--- src/common/qps_pkg.sv ---
// Shared constants and types for the quad pot two-wire slave
package qps_pkg;

  // ==========================================================
  // Clock and timing
  localparam int SYS_CLK_HZ       = 20_000_000;
  localparam int NV_WRITE_TIME_US = 5000;
  localparam int NV_WRITE_CYCLES  = NV_WRITE_TIME_US * (SYS_CLK_HZ / 1_000_000);

  // ==========================================================
  // Array geometry
  localparam int POT_COUNT  = 4;
  localparam int REG_COUNT  = 4;
  localparam int WIPER_BITS = 8;
  localparam int TAP_COUNT  = 256;

  // ==========================================================
  // Byte framing and field positions
  localparam logic [3:0] BYTE_BITS    = 4'h8;
  localparam int         ADDR_TYPE_HI = 7;
  localparam int         ADDR_TYPE_LO = 4;
  localparam int         ADDR_PIN_HI  = 3;
  localparam int         ADDR_PIN_LO  = 0;
  localparam int         CMD_OP_HI    = 7;
  localparam int         CMD_OP_LO    = 4;
  localparam int         CMD_REG_HI   = 3;
  localparam int         CMD_REG_LO   = 2;
  localparam int         CMD_POT_HI   = 1;
  localparam int         CMD_POT_LO   = 0;

  // ==========================================================
  // Instruction codes, upper nibble of the command byte
  localparam logic [3:0] OP_RD_WIPER  = 4'h9;
  localparam logic [3:0] OP_WR_WIPER  = 4'hA;
  localparam logic [3:0] OP_RD_STORE  = 4'hB;
  localparam logic [3:0] OP_WR_STORE  = 4'hC;
  localparam logic [3:0] OP_STORE2WIP = 4'hD;
  localparam logic [3:0] OP_WIP2STORE = 4'hE;
  localparam logic [3:0] OP_G_ST2WIP  = 4'h1;
  localparam logic [3:0] OP_G_WIP2ST  = 4'h8;

  // ==========================================================
  // Reset values
  localparam logic [7:0] STORE_RESET_VAL = 8'h80;
  localparam logic [6:0] SYNC_RESET_VAL  = 7'h7F;

  // ==========================================================
  // Serial engine states
  typedef enum logic [3:0] {
    ST_IDLE, ST_ADDR, ST_ADDR_ACK, ST_CMD, ST_CMD_ACK,
    ST_RX, ST_RX_ACK, ST_TX, ST_WAIT
  } qps_state_t;

endpackage

--- src/logic/qps_tap_decoder.sv ---
// Registered one-hot tap switch decoder for one resistor array
`timescale 1ns/1ns
module qps_tap_decoder import qps_pkg::*; #(
  parameter int POS_BITS = WIPER_BITS,
  parameter int TAPS     = TAP_COUNT
) (
  input  wire logic                sys_clk,   // System clock
  input  wire logic                sys_rst,   // Synchronous reset
  input  wire logic [POS_BITS-1:0] position,  // Wiper position
  output logic      [TAPS-1:0]     tap_sel    // One-hot tap switches
);

  localparam logic [TAPS-1:0] RESET_SEL = {{(TAPS-1){1'b0}}, 1'b1};

  logic [TAPS-1:0] sel_next;

  // ==========================================================
  // Decode: one compare per tap switch
  genvar t;
  generate
    for (t = 0; t < TAPS; t++) begin : g_tap
      assign sel_next[t] = (position == POS_BITS'(t));
    end
  endgenerate

  // Register the switch enables
  always_ff @(posedge sys_clk) begin
    if (sys_rst) begin
      tap_sel <= RESET_SEL;
    end else begin
      tap_sel <= sel_next;
    end
  end

endmodule

--- src/logic/qps_slave.sv ---
// Two-wire slave front end of a quad digital potentiometer
// Notes on behaviour
// - Low address nibble comes from the four address select pins.
// - High address nibble is a fixed type code compared with the input.
// - Address acknowledged only when all four pin bits match.
// - Write lock low refuses every nonvolatile stored-setting write.
// - Data changes only while SCL is low; high changes mean start or stop.
// - Start detected at all times; nothing answered before a start.
// - Transmitter releases SDA after eight bits; receiver acks on ninth.
// - Ack after address, after command byte, and after a data byte.
// - Each wiper position decodes into one of 256 one-hot tap switches.
// - Each array has 255 segments with 256 tap switches.
// - Wiper written directly or loaded from stored settings; all readable.
// - Stop after a nonvolatile write command starts the internal write.
// - Address not acked during the internal write; acked after it.
// - After power up each wiper is loaded from its first stored setting.
// - Command byte: instruction nibble, register select, pot select.
`timescale 1ns/1ns
module qps_slave import qps_pkg::*; #(
  parameter logic [3:0] TYPE_CODE = 4'hA,           // Arbitrary value
  parameter int         NV_CYCLES = NV_WRITE_CYCLES // Internal write length
) (
  input  wire logic       sys_clk,             // System clock, 20 MHz
  input  wire logic       sys_rst,             // Synchronous reset
  input  wire logic       scl_pin,             // Serial clock from master
  input  wire logic       sda_in,              // Serial data line level
  output logic            sda_out,             // Serial data drive value
  output logic            sda_oe,              // Serial data drive enable
  input  wire logic [3:0] address_select_pins, // Low address nibble
  input  wire logic       write_lock_n,        // Low blocks nv writes
  output logic [3:0][255:0] tap_select,        // One-hot taps per pot
  output logic [3:0][7:0] wiper_position,      // Wiper position registers
  output logic            nv_busy              // Internal write running
);

  localparam int BUSY_W = $clog2(NV_CYCLES + 1);
  localparam logic [BUSY_W-1:0] BUSY_LAST = BUSY_W'(NV_CYCLES - 1);

  // ==========================================================
  // Input synchronisers
  logic [6:0] in_meta_reg;
  logic [6:0] in_sync_reg;
  logic       scl_prev_reg;
  logic       sda_prev_reg;

  // Two flops on every pin, then one delay stage for edges
  always_ff @(posedge sys_clk) begin
    if (sys_rst) begin
      in_meta_reg  <= SYNC_RESET_VAL;
      in_sync_reg  <= SYNC_RESET_VAL;
      scl_prev_reg <= 1'b1;
      sda_prev_reg <= 1'b1;
    end else begin
      in_meta_reg  <= {write_lock_n, address_select_pins, sda_in, scl_pin};
      in_sync_reg  <= in_meta_reg;
      scl_prev_reg <= in_sync_reg[0];
      sda_prev_reg <= in_sync_reg[1];
    end
  end

  wire       scl_s    = in_sync_reg[0];
  wire       sda_s    = in_sync_reg[1];
  wire [3:0] addr_s   = in_sync_reg[5:2];
  wire       lock_n_s = in_sync_reg[6];

  // ==========================================================
  // Bus condition detection
  // SDA moving while SCL stays high marks start or stop
  wire start_det = scl_s & scl_prev_reg & sda_prev_reg & ~sda_s;
  wire stop_det  = scl_s & scl_prev_reg & ~sda_prev_reg & sda_s;
  wire scl_rise  = scl_s & ~scl_prev_reg;
  wire scl_fall  = ~scl_s & scl_prev_reg;

  // ==========================================================
  // Serial engine registers
  qps_state_t state_reg, state_next;
  logic [3:0] bit_cnt_reg, bit_cnt_next;
  logic [7:0] shift_reg, shift_next;
  logic [7:0] cmd_reg, cmd_next;
  logic [7:0] tx_reg, tx_next;
  logic       oe_reg, oe_next;
  logic       busy_reg;
  logic [BUSY_W-1:0] busy_cnt_reg;

  // Storage
  logic [7:0] wcr_reg [POT_COUNT];
  logic [7:0] store_reg [POT_COUNT*REG_COUNT];
  logic       init_reg;

  // Pending nonvolatile write
  logic       pend_reg;
  logic       pend_global_reg;
  logic       pend_from_wcr_reg;
  logic [1:0] pend_sel_reg;
  logic [1:0] pend_pot_reg;
  logic [7:0] pend_data_reg;

  // ==========================================================
  // Address and command decode
  wire byte_done  = scl_fall & (bit_cnt_reg == BYTE_BITS);
  wire type_match = shift_reg[ADDR_TYPE_HI:ADDR_TYPE_LO] == TYPE_CODE;
  wire pins_match = shift_reg[ADDR_PIN_HI:ADDR_PIN_LO] == addr_s;
  wire addr_ack   = type_match & pins_match & ~busy_reg;

  // Fields of the byte just received, for the command phase
  wire [3:0] in_op  = shift_reg[CMD_OP_HI:CMD_OP_LO];
  wire [1:0] in_sel = shift_reg[CMD_REG_HI:CMD_REG_LO];
  wire [1:0] in_pot = shift_reg[CMD_POT_HI:CMD_POT_LO];

  // Fields of the latched command, for the data phase
  wire [3:0] c_op  = cmd_reg[CMD_OP_HI:CMD_OP_LO];
  wire [1:0] c_sel = cmd_reg[CMD_REG_HI:CMD_REG_LO];
  wire [1:0] c_pot = cmd_reg[CMD_POT_HI:CMD_POT_LO];

  wire c_is_read  = (c_op == OP_RD_WIPER) | (c_op == OP_RD_STORE);
  wire c_is_3byte = c_is_read | (c_op == OP_WR_WIPER) |
                    (c_op == OP_WR_STORE);
  wire in_valid   = (in_op == OP_RD_WIPER)  | (in_op == OP_WR_WIPER)  |
                    (in_op == OP_RD_STORE)  | (in_op == OP_WR_STORE)  |
                    (in_op == OP_STORE2WIP) | (in_op == OP_WIP2STORE) |
                    (in_op == OP_G_ST2WIP)  | (in_op == OP_G_WIP2ST);

  wire in_cmd_done = byte_done & (state_reg == ST_CMD) & in_valid;
  wire rx_done     = byte_done & (state_reg == ST_RX);

  // Readback of wiper or stored setting
  wire [7:0] rd_data = (c_op == OP_RD_WIPER) ? wcr_reg[c_pot] :
                       store_reg[{c_pot, c_sel}];

  // Register-changing events
  wire xfr_now   = in_cmd_done &
                   ((in_op == OP_STORE2WIP) | (in_op == OP_G_ST2WIP));
  wire xfr_glob  = in_op == OP_G_ST2WIP;
  wire wcr_write = rx_done & (c_op == OP_WR_WIPER);
  wire pend_cmd  = in_cmd_done &
                   ((in_op == OP_WIP2STORE) | (in_op == OP_G_WIP2ST));
  wire pend_rx   = rx_done & (c_op == OP_WR_STORE);
  wire commit    = stop_det & pend_reg & lock_n_s;

  // ==========================================================
  // Serial engine next state
  always_comb begin
    state_next   = state_reg;
    bit_cnt_next = bit_cnt_reg;
    shift_next   = shift_reg;
    cmd_next     = cmd_reg;
    tx_next      = tx_reg;
    oe_next      = oe_reg;
    if (start_det) begin
      state_next   = ST_ADDR;
      bit_cnt_next = 4'h0;
      oe_next      = 1'b0;
    end else if (stop_det) begin
      state_next = ST_IDLE;
      oe_next    = 1'b0;
    end else begin
      case (state_reg)
        ST_ADDR, ST_CMD, ST_RX: begin
          if (scl_rise) begin
            shift_next   = {shift_reg[6:0], sda_s};
            bit_cnt_next = bit_cnt_reg + 4'h1;
          end else if (byte_done) begin
            bit_cnt_next = 4'h0;
            if (state_reg == ST_ADDR) begin
              oe_next    = addr_ack;
              state_next = addr_ack ? ST_ADDR_ACK : ST_WAIT;
            end else if (state_reg == ST_CMD) begin
              cmd_next   = shift_reg;
              oe_next    = in_valid;
              state_next = in_valid ? ST_CMD_ACK : ST_WAIT;
            end else begin
              oe_next    = 1'b1;
              state_next = ST_RX_ACK;
            end
          end
        end
        ST_ADDR_ACK: begin
          if (scl_fall) begin
            oe_next    = 1'b0;
            state_next = ST_CMD;
          end
        end
        ST_CMD_ACK: begin
          if (scl_fall) begin
            bit_cnt_next = 4'h0;
            if (c_is_read) begin
              tx_next    = rd_data;
              oe_next    = ~rd_data[7];
              state_next = ST_TX;
            end else begin
              oe_next    = 1'b0;
              state_next = c_is_3byte ? ST_RX : ST_WAIT;
            end
          end
        end
        ST_RX_ACK: begin
          if (scl_fall) begin
            oe_next    = 1'b0;
            state_next = ST_WAIT;
          end
        end
        ST_TX: begin
          if (scl_rise) begin
            bit_cnt_next = bit_cnt_reg + 4'h1;
          end else if (scl_fall) begin
            if (bit_cnt_reg == BYTE_BITS) begin
              oe_next    = 1'b0;
              state_next = ST_WAIT;
            end else begin
              tx_next = {tx_reg[6:0], 1'b0};
              oe_next = ~tx_reg[6];
            end
          end
        end
        default: begin
          state_next = state_reg;
        end
      endcase
    end
  end

  // Serial engine state
  always_ff @(posedge sys_clk) begin
    if (sys_rst) begin
      state_reg   <= ST_IDLE;
      bit_cnt_reg <= 4'h0;
      shift_reg   <= 8'h00;
      cmd_reg     <= 8'h00;
      tx_reg      <= 8'h00;
      oe_reg      <= 1'b0;
    end else begin
      state_reg   <= state_next;
      bit_cnt_reg <= bit_cnt_next;
      shift_reg   <= shift_next;
      cmd_reg     <= cmd_next;
      tx_reg      <= tx_next;
      oe_reg      <= oe_next;
    end
  end

  // ==========================================================
  // Pending nonvolatile write, committed at the stop
  always_ff @(posedge sys_clk) begin
    if (sys_rst || start_det || stop_det) begin
      pend_reg          <= 1'b0;
      pend_global_reg   <= 1'b0;
      pend_from_wcr_reg <= 1'b0;
      pend_sel_reg      <= 2'h0;
      pend_pot_reg      <= 2'h0;
      pend_data_reg     <= 8'h00;
    end else if (pend_cmd) begin
      pend_reg          <= 1'b1;
      pend_global_reg   <= in_op == OP_G_WIP2ST;
      pend_from_wcr_reg <= 1'b1;
      pend_sel_reg      <= in_sel;
      pend_pot_reg      <= in_pot;
    end else if (pend_rx) begin
      pend_reg          <= 1'b1;
      pend_global_reg   <= 1'b0;
      pend_from_wcr_reg <= 1'b0;
      pend_sel_reg      <= c_sel;
      pend_pot_reg      <= c_pot;
      pend_data_reg     <= shift_reg;
    end
  end

  // Internal write timer
  always_ff @(posedge sys_clk) begin
    if (sys_rst) begin
      busy_reg     <= 1'b0;
      busy_cnt_reg <= '0;
    end else if (commit) begin
      busy_reg     <= 1'b1;
      busy_cnt_reg <= '0;
    end else if (busy_reg) begin
      busy_reg     <= busy_cnt_reg != BUSY_LAST;
      busy_cnt_reg <= busy_cnt_reg + 1'b1;
    end
  end

  // Power-up load marker
  always_ff @(posedge sys_clk) begin
    init_reg <= sys_rst;
  end

  // ==========================================================
  // Stored settings and wiper registers, per entry
  genvar e, p;
  generate
    for (e = 0; e < POT_COUNT*REG_COUNT; e++) begin : g_store
      wire st_we = commit & (pend_sel_reg == 2'(e % REG_COUNT)) &
                   (pend_global_reg | (pend_pot_reg == 2'(e / REG_COUNT)));
      always_ff @(posedge sys_clk) begin
        if (sys_rst) begin
          store_reg[e] <= STORE_RESET_VAL;
        end else if (st_we) begin
          store_reg[e] <= pend_from_wcr_reg ?
                          wcr_reg[e / REG_COUNT] : pend_data_reg;
        end
      end
    end
    for (p = 0; p < POT_COUNT; p++) begin : g_pot
      wire wr_hit  = wcr_write & (c_pot == 2'(p));
      wire xfr_hit = xfr_now & (xfr_glob | (in_pot == 2'(p)));
      always_ff @(posedge sys_clk) begin
        if (sys_rst) begin
          wcr_reg[p] <= STORE_RESET_VAL;
        end else if (init_reg) begin
          wcr_reg[p] <= store_reg[p*REG_COUNT];
        end else if (wr_hit) begin
          wcr_reg[p] <= shift_reg;
        end else if (xfr_hit) begin
          wcr_reg[p] <= store_reg[p*REG_COUNT + int'(in_sel)];
        end
      end
      assign wiper_position[p] = wcr_reg[p];
      qps_tap_decoder #(
        .POS_BITS (WIPER_BITS),
        .TAPS     (TAP_COUNT)
      ) u_dec (
        .sys_clk  (sys_clk),
        .sys_rst  (sys_rst),
        .position (wcr_reg[p]),
        .tap_sel  (tap_select[p])
      );
    end
  endgenerate

  // ==========================================================
  // Outputs; open drain line only ever pulled low
  assign sda_out = 1'b0;
  assign sda_oe  = oe_reg;
  assign nv_busy = busy_reg;

endmodule

--- config.mk ---
export PLATFORM = sky130hd
export DESIGN_NAME = qps_slave
export DESIGN_NICKNAME = d
export VERILOG_FILES = /design/src/common/qps_pkg.sv /design/src/logic/qps_tap_decoder.sv /design/src/logic/qps_slave.sv
export SDC_FILE = /design/constraint.sdc
export NUM_CORES = 2
export LEC_CHECK = 0
export ABC_AREA = 1
export BUFFER_PORTS_ARGS = -buffer_cell sky130_fd_sc_hd__buf_2
export CAP_MARGIN = 20
export CORE_AREA = 5 5 417 419
export DETAILED_ROUTE_END_ITERATION = 12
export DIE_AREA = 0 0 422 424
export PLACE_DENSITY_LB_ADDON = 0.1
export SETUP_SLACK_MARGIN = 0.2
export SLEW_MARGIN = 15
export SYNTH_ARGS = -nofsm -noshare
export SYNTH_HDL_FRONTEND = slang
export SYNTH_SLANG_ARGS = --single-unit
--- constraint.sdc ---
create_clock -name sys_clk -period 5.1 [get_ports sys_clk]
set_input_delay 0.255 -clock sys_clk [delete_from_list [all_inputs] [get_ports sys_clk]]
set_output_delay 0.255 -clock sys_clk [all_outputs]
set_load 0.03 [all_outputs]
==> results.cfg <==
[run_status]
status = complete, no violations

[global_routing]
grt_max_degree = 90
grt_pass1_wl_um = 248000
grt_usage_pct = 19.4
grt_pass1_vias = 30500
antenna_found_initial = 3
overflow = 0

[clock_tree]
cts_num_sinks = 1272
clk_path_buf_depth = 3
post_cts_buffers = 0
cts_resized = 0
clkSlewWorstSetupHoldPaths_ps = 60
clk_latency_ps = 780
htree_levels = 4
cts_tree = built
numCtsBuffers = 147
cts_root_buffer = clkbuf_16

[timing]
rsz0062_at_grt = no
tns_ps = 0
skew_ps = 48.0
slew_headroom_pct = 26.4
setup_viol = 0
period_needed_ps = 3130
clock.fmax_mhz = 319
tightest_slew_ps = 1100
period_share_pct = 61.4
hold_viol_final = 0
drv_slew = 0

[critical_path]
cp_top_family = simple AND/OR/NAND/NOR gates
path_buf_inv = 1
worstPathMaxFanout = 21
r2r_end = wcr_reg[3][6]
critPathSlowestCell = nor2_2
cp-start-kind = register
setup.worst_path.end_class = register
reg2reg_slack_ps = 1970
cpMostUsedCell = nand2_1
worstSetupPathType = reg2reg
path_cells = inv_1 -> ha_1 -> nand2_1 -> nor2_1 -> nand2_1 -> nor2_2 -> nand3_2 -> nand3_1
cp.arrival_ps = 3550
cp_data_required_time_ps = 5510
reg2reg_depth = 8
max_stage_delay_ps = 690
rr_startpoint = bit_cnt_reg[0]

[route]
num_vias = 31500
vias_per_cell = 4.23
ant_nets = 0
postRouteWirelength_um = 181000
drc = 0
route.met2.wl_um = 89300
wl_met3_um = 11800
wire_per_inst_um = 24.3
drt_first_pass_iters = 5
top_layer = met4
drt_iter0_drc = 2143
drt-met1-wl_um = 71400

[power_and_ir_drop]
totalPowerFinal_mw = 21.9
leakage_nw = 22.4
p_per_area_nw_per_um2 = 426
irDropWorstVdd_v = 0.000304

[synth]
synth_top_cell_by_area = dfxtp_1
ys_seq_elements = 1272
synth_area_leaders = dfxtp_1, nor2_1, edfxtp_1
async_flop_share_pct = 0
syn-num-nets = 4080
netlist_area_um2 = 39000
syn_avg_cell_area_um2 = 9.59
synth_edf_count = 160
synth_flop_cell = dfxtp_1
synth_cell_types = 45
netlist_instances = 4068
yosysSeqAreaShare_pct = 69.4
synth_top_area_share_pct = 57.0
yosys_warnings = 0

[cells_and_area]
drive_above_1_share_pct = 27.1
nets = 5106
fillers = 18000
area.growth.synth_to_final_pct = 32.0
largest_reg_flops = 1024

[job]
cap_violations = 0

[hold_path]
whs_endpoint = g_pot[2].u_dec.tap_sel[0]
min_path_type = in2reg
min_from = sys_rst
min_path_cells = 3

[placed_design]
port_buffers = 1066
place.gp.congestion = 0.826
dp_hpwl_um = 134000

[floorplanning]
ios = 1068
fp.coreArea_um2 = 170000
initial_core_util_pct = 22.9
die_area_um2 = 179000
die_w_um = 422
die_h_um = 424
floorplan.rows = 152
[cell usage after synthesis, drive strengths merged, types with 7 or more instances]
library cell,n
nand2,412
inv,199
nor2,1305
a21oi,173
o21ai,182
edfxtp,160
o211ai,32
or2,20
buf,36
dfxtp,1112
nand3b,7
nor3,32
a31oi,23
nand4,25
clkbuf,188
nand3,135
[worst min-delay path: cells and delay by family]
kind / cells / cell delay [ps]
buf+inv: 2 / 400
compound gates: 1 / 140
[cells in the final DEF, fill, tap and decap left out, drive strengths merged, types with 2 or more instances in the layout]
cell            n
bufinv          6
nor2         1305
buf          1094
nand3         135
inv           207
nand2         412
or2            20
o22ai           5
xnor2           2
nand3b          7
a31oi          23
a21oi         173
nand4          25
o211ai         32
ha              3
clkinvlp        2
edfxtp        160
nor3           32
o221ai          5
clkbuf        214
xor2            4
nor3b           2
clkinv         39
o21ai         182
diode           3
dfxtp        1112
dlygate4sd3     7
[area by class of cell]
type / instances / area [µm²] / share of cell area [%]
diodes: 3 / 7.51 / 0.0146
clock buffers: 214 / 4370 / 8.48
clock inverters: 53 / 597 / 1.16
inverters: 201 / 756 / 1.47
multi-input cells: 2371 / 10300 / 20.0
flip-flops and latches: 1272 / 27100 / 52.6
well taps: 2233 / 2790 / 5.42
repair buffers: 1101 / 5620 / 10.9
[power by group]
group,internal [mW],total (mW),switching (mW)
sequential,10.2,10.4,0.122
combinational,0.169,0.832,0.663
clock,6.31,10.7,4.42
total,16.7,21.9,5.21
[through the flow]
stage / utilization (%) / instances / hold slack [ps] / cell area (µm²) / setup WS [ps]
finish: 30.3 / 7448 / 96.3 / 51500 / 1970
detailed placement: 27.3 / 7171 / 399 / 46500 / 2000
floorplan: - / 4068 / 283 / 39000 / 3130
global placement: 27.3 / 7170 / 397 / 46400 / 2050
global route: 30.3 / 7445 / 71.1 / 51500 / 1690
CTS: 30.3 / 7445 / 28.2 / 51500 / 1990
[cell families (layout without fill, tap and decap cells)]
kind of cell | count (synthesis) | count (layout) | share of synthesized area, %
DFF | 1272 | 1272 | 69.4
buffers and inverters | 425 | 1569 | 4.27
and+or+nand+nor | 1939 | 1939 | 20.2
other | 1 | 4 | 0.00961
AOI/OAI and AO/OA | 422 | 422 | 5.89
adders and majority gates | 3 | 3 | 0.0962
xor gates and xnor gates | 6 | 6 | 0.135
[repair_timing]
item,in CTS,in global routing
endpoints found under the hold margin,7,0
hold buffers,7,0
endpoints found under the setup margin,0,0
[how the worst max path moves through the flow]
stage                     slack (ps)             to  cells past startpoint            from
after CTS                       1990  wcr_reg[3][6]                      8  bit_cnt_reg[0]
after floorplan                 3130  wcr_reg[1][0]                     10  bit_cnt_reg[0]
final                           1970  wcr_reg[3][6]                      8  bit_cnt_reg[0]
after detailed placement        2000  wcr_reg[3][5]                      8  bit_cnt_reg[0]
after global placement          2050  wcr_reg[3][4]                      8  bit_cnt_reg[0]
after global routing            1690  wcr_reg[3][6]                      8  bit_cnt_reg[0]
[per-layer routing]
metal	up-vias	track usage [%]
met5	-	0
met4	0	8.55
met3	277	5.17
met2	1073	33.7
met1	15200	22.4
li1	14900	-
Power figures use the tool's default switching activity.
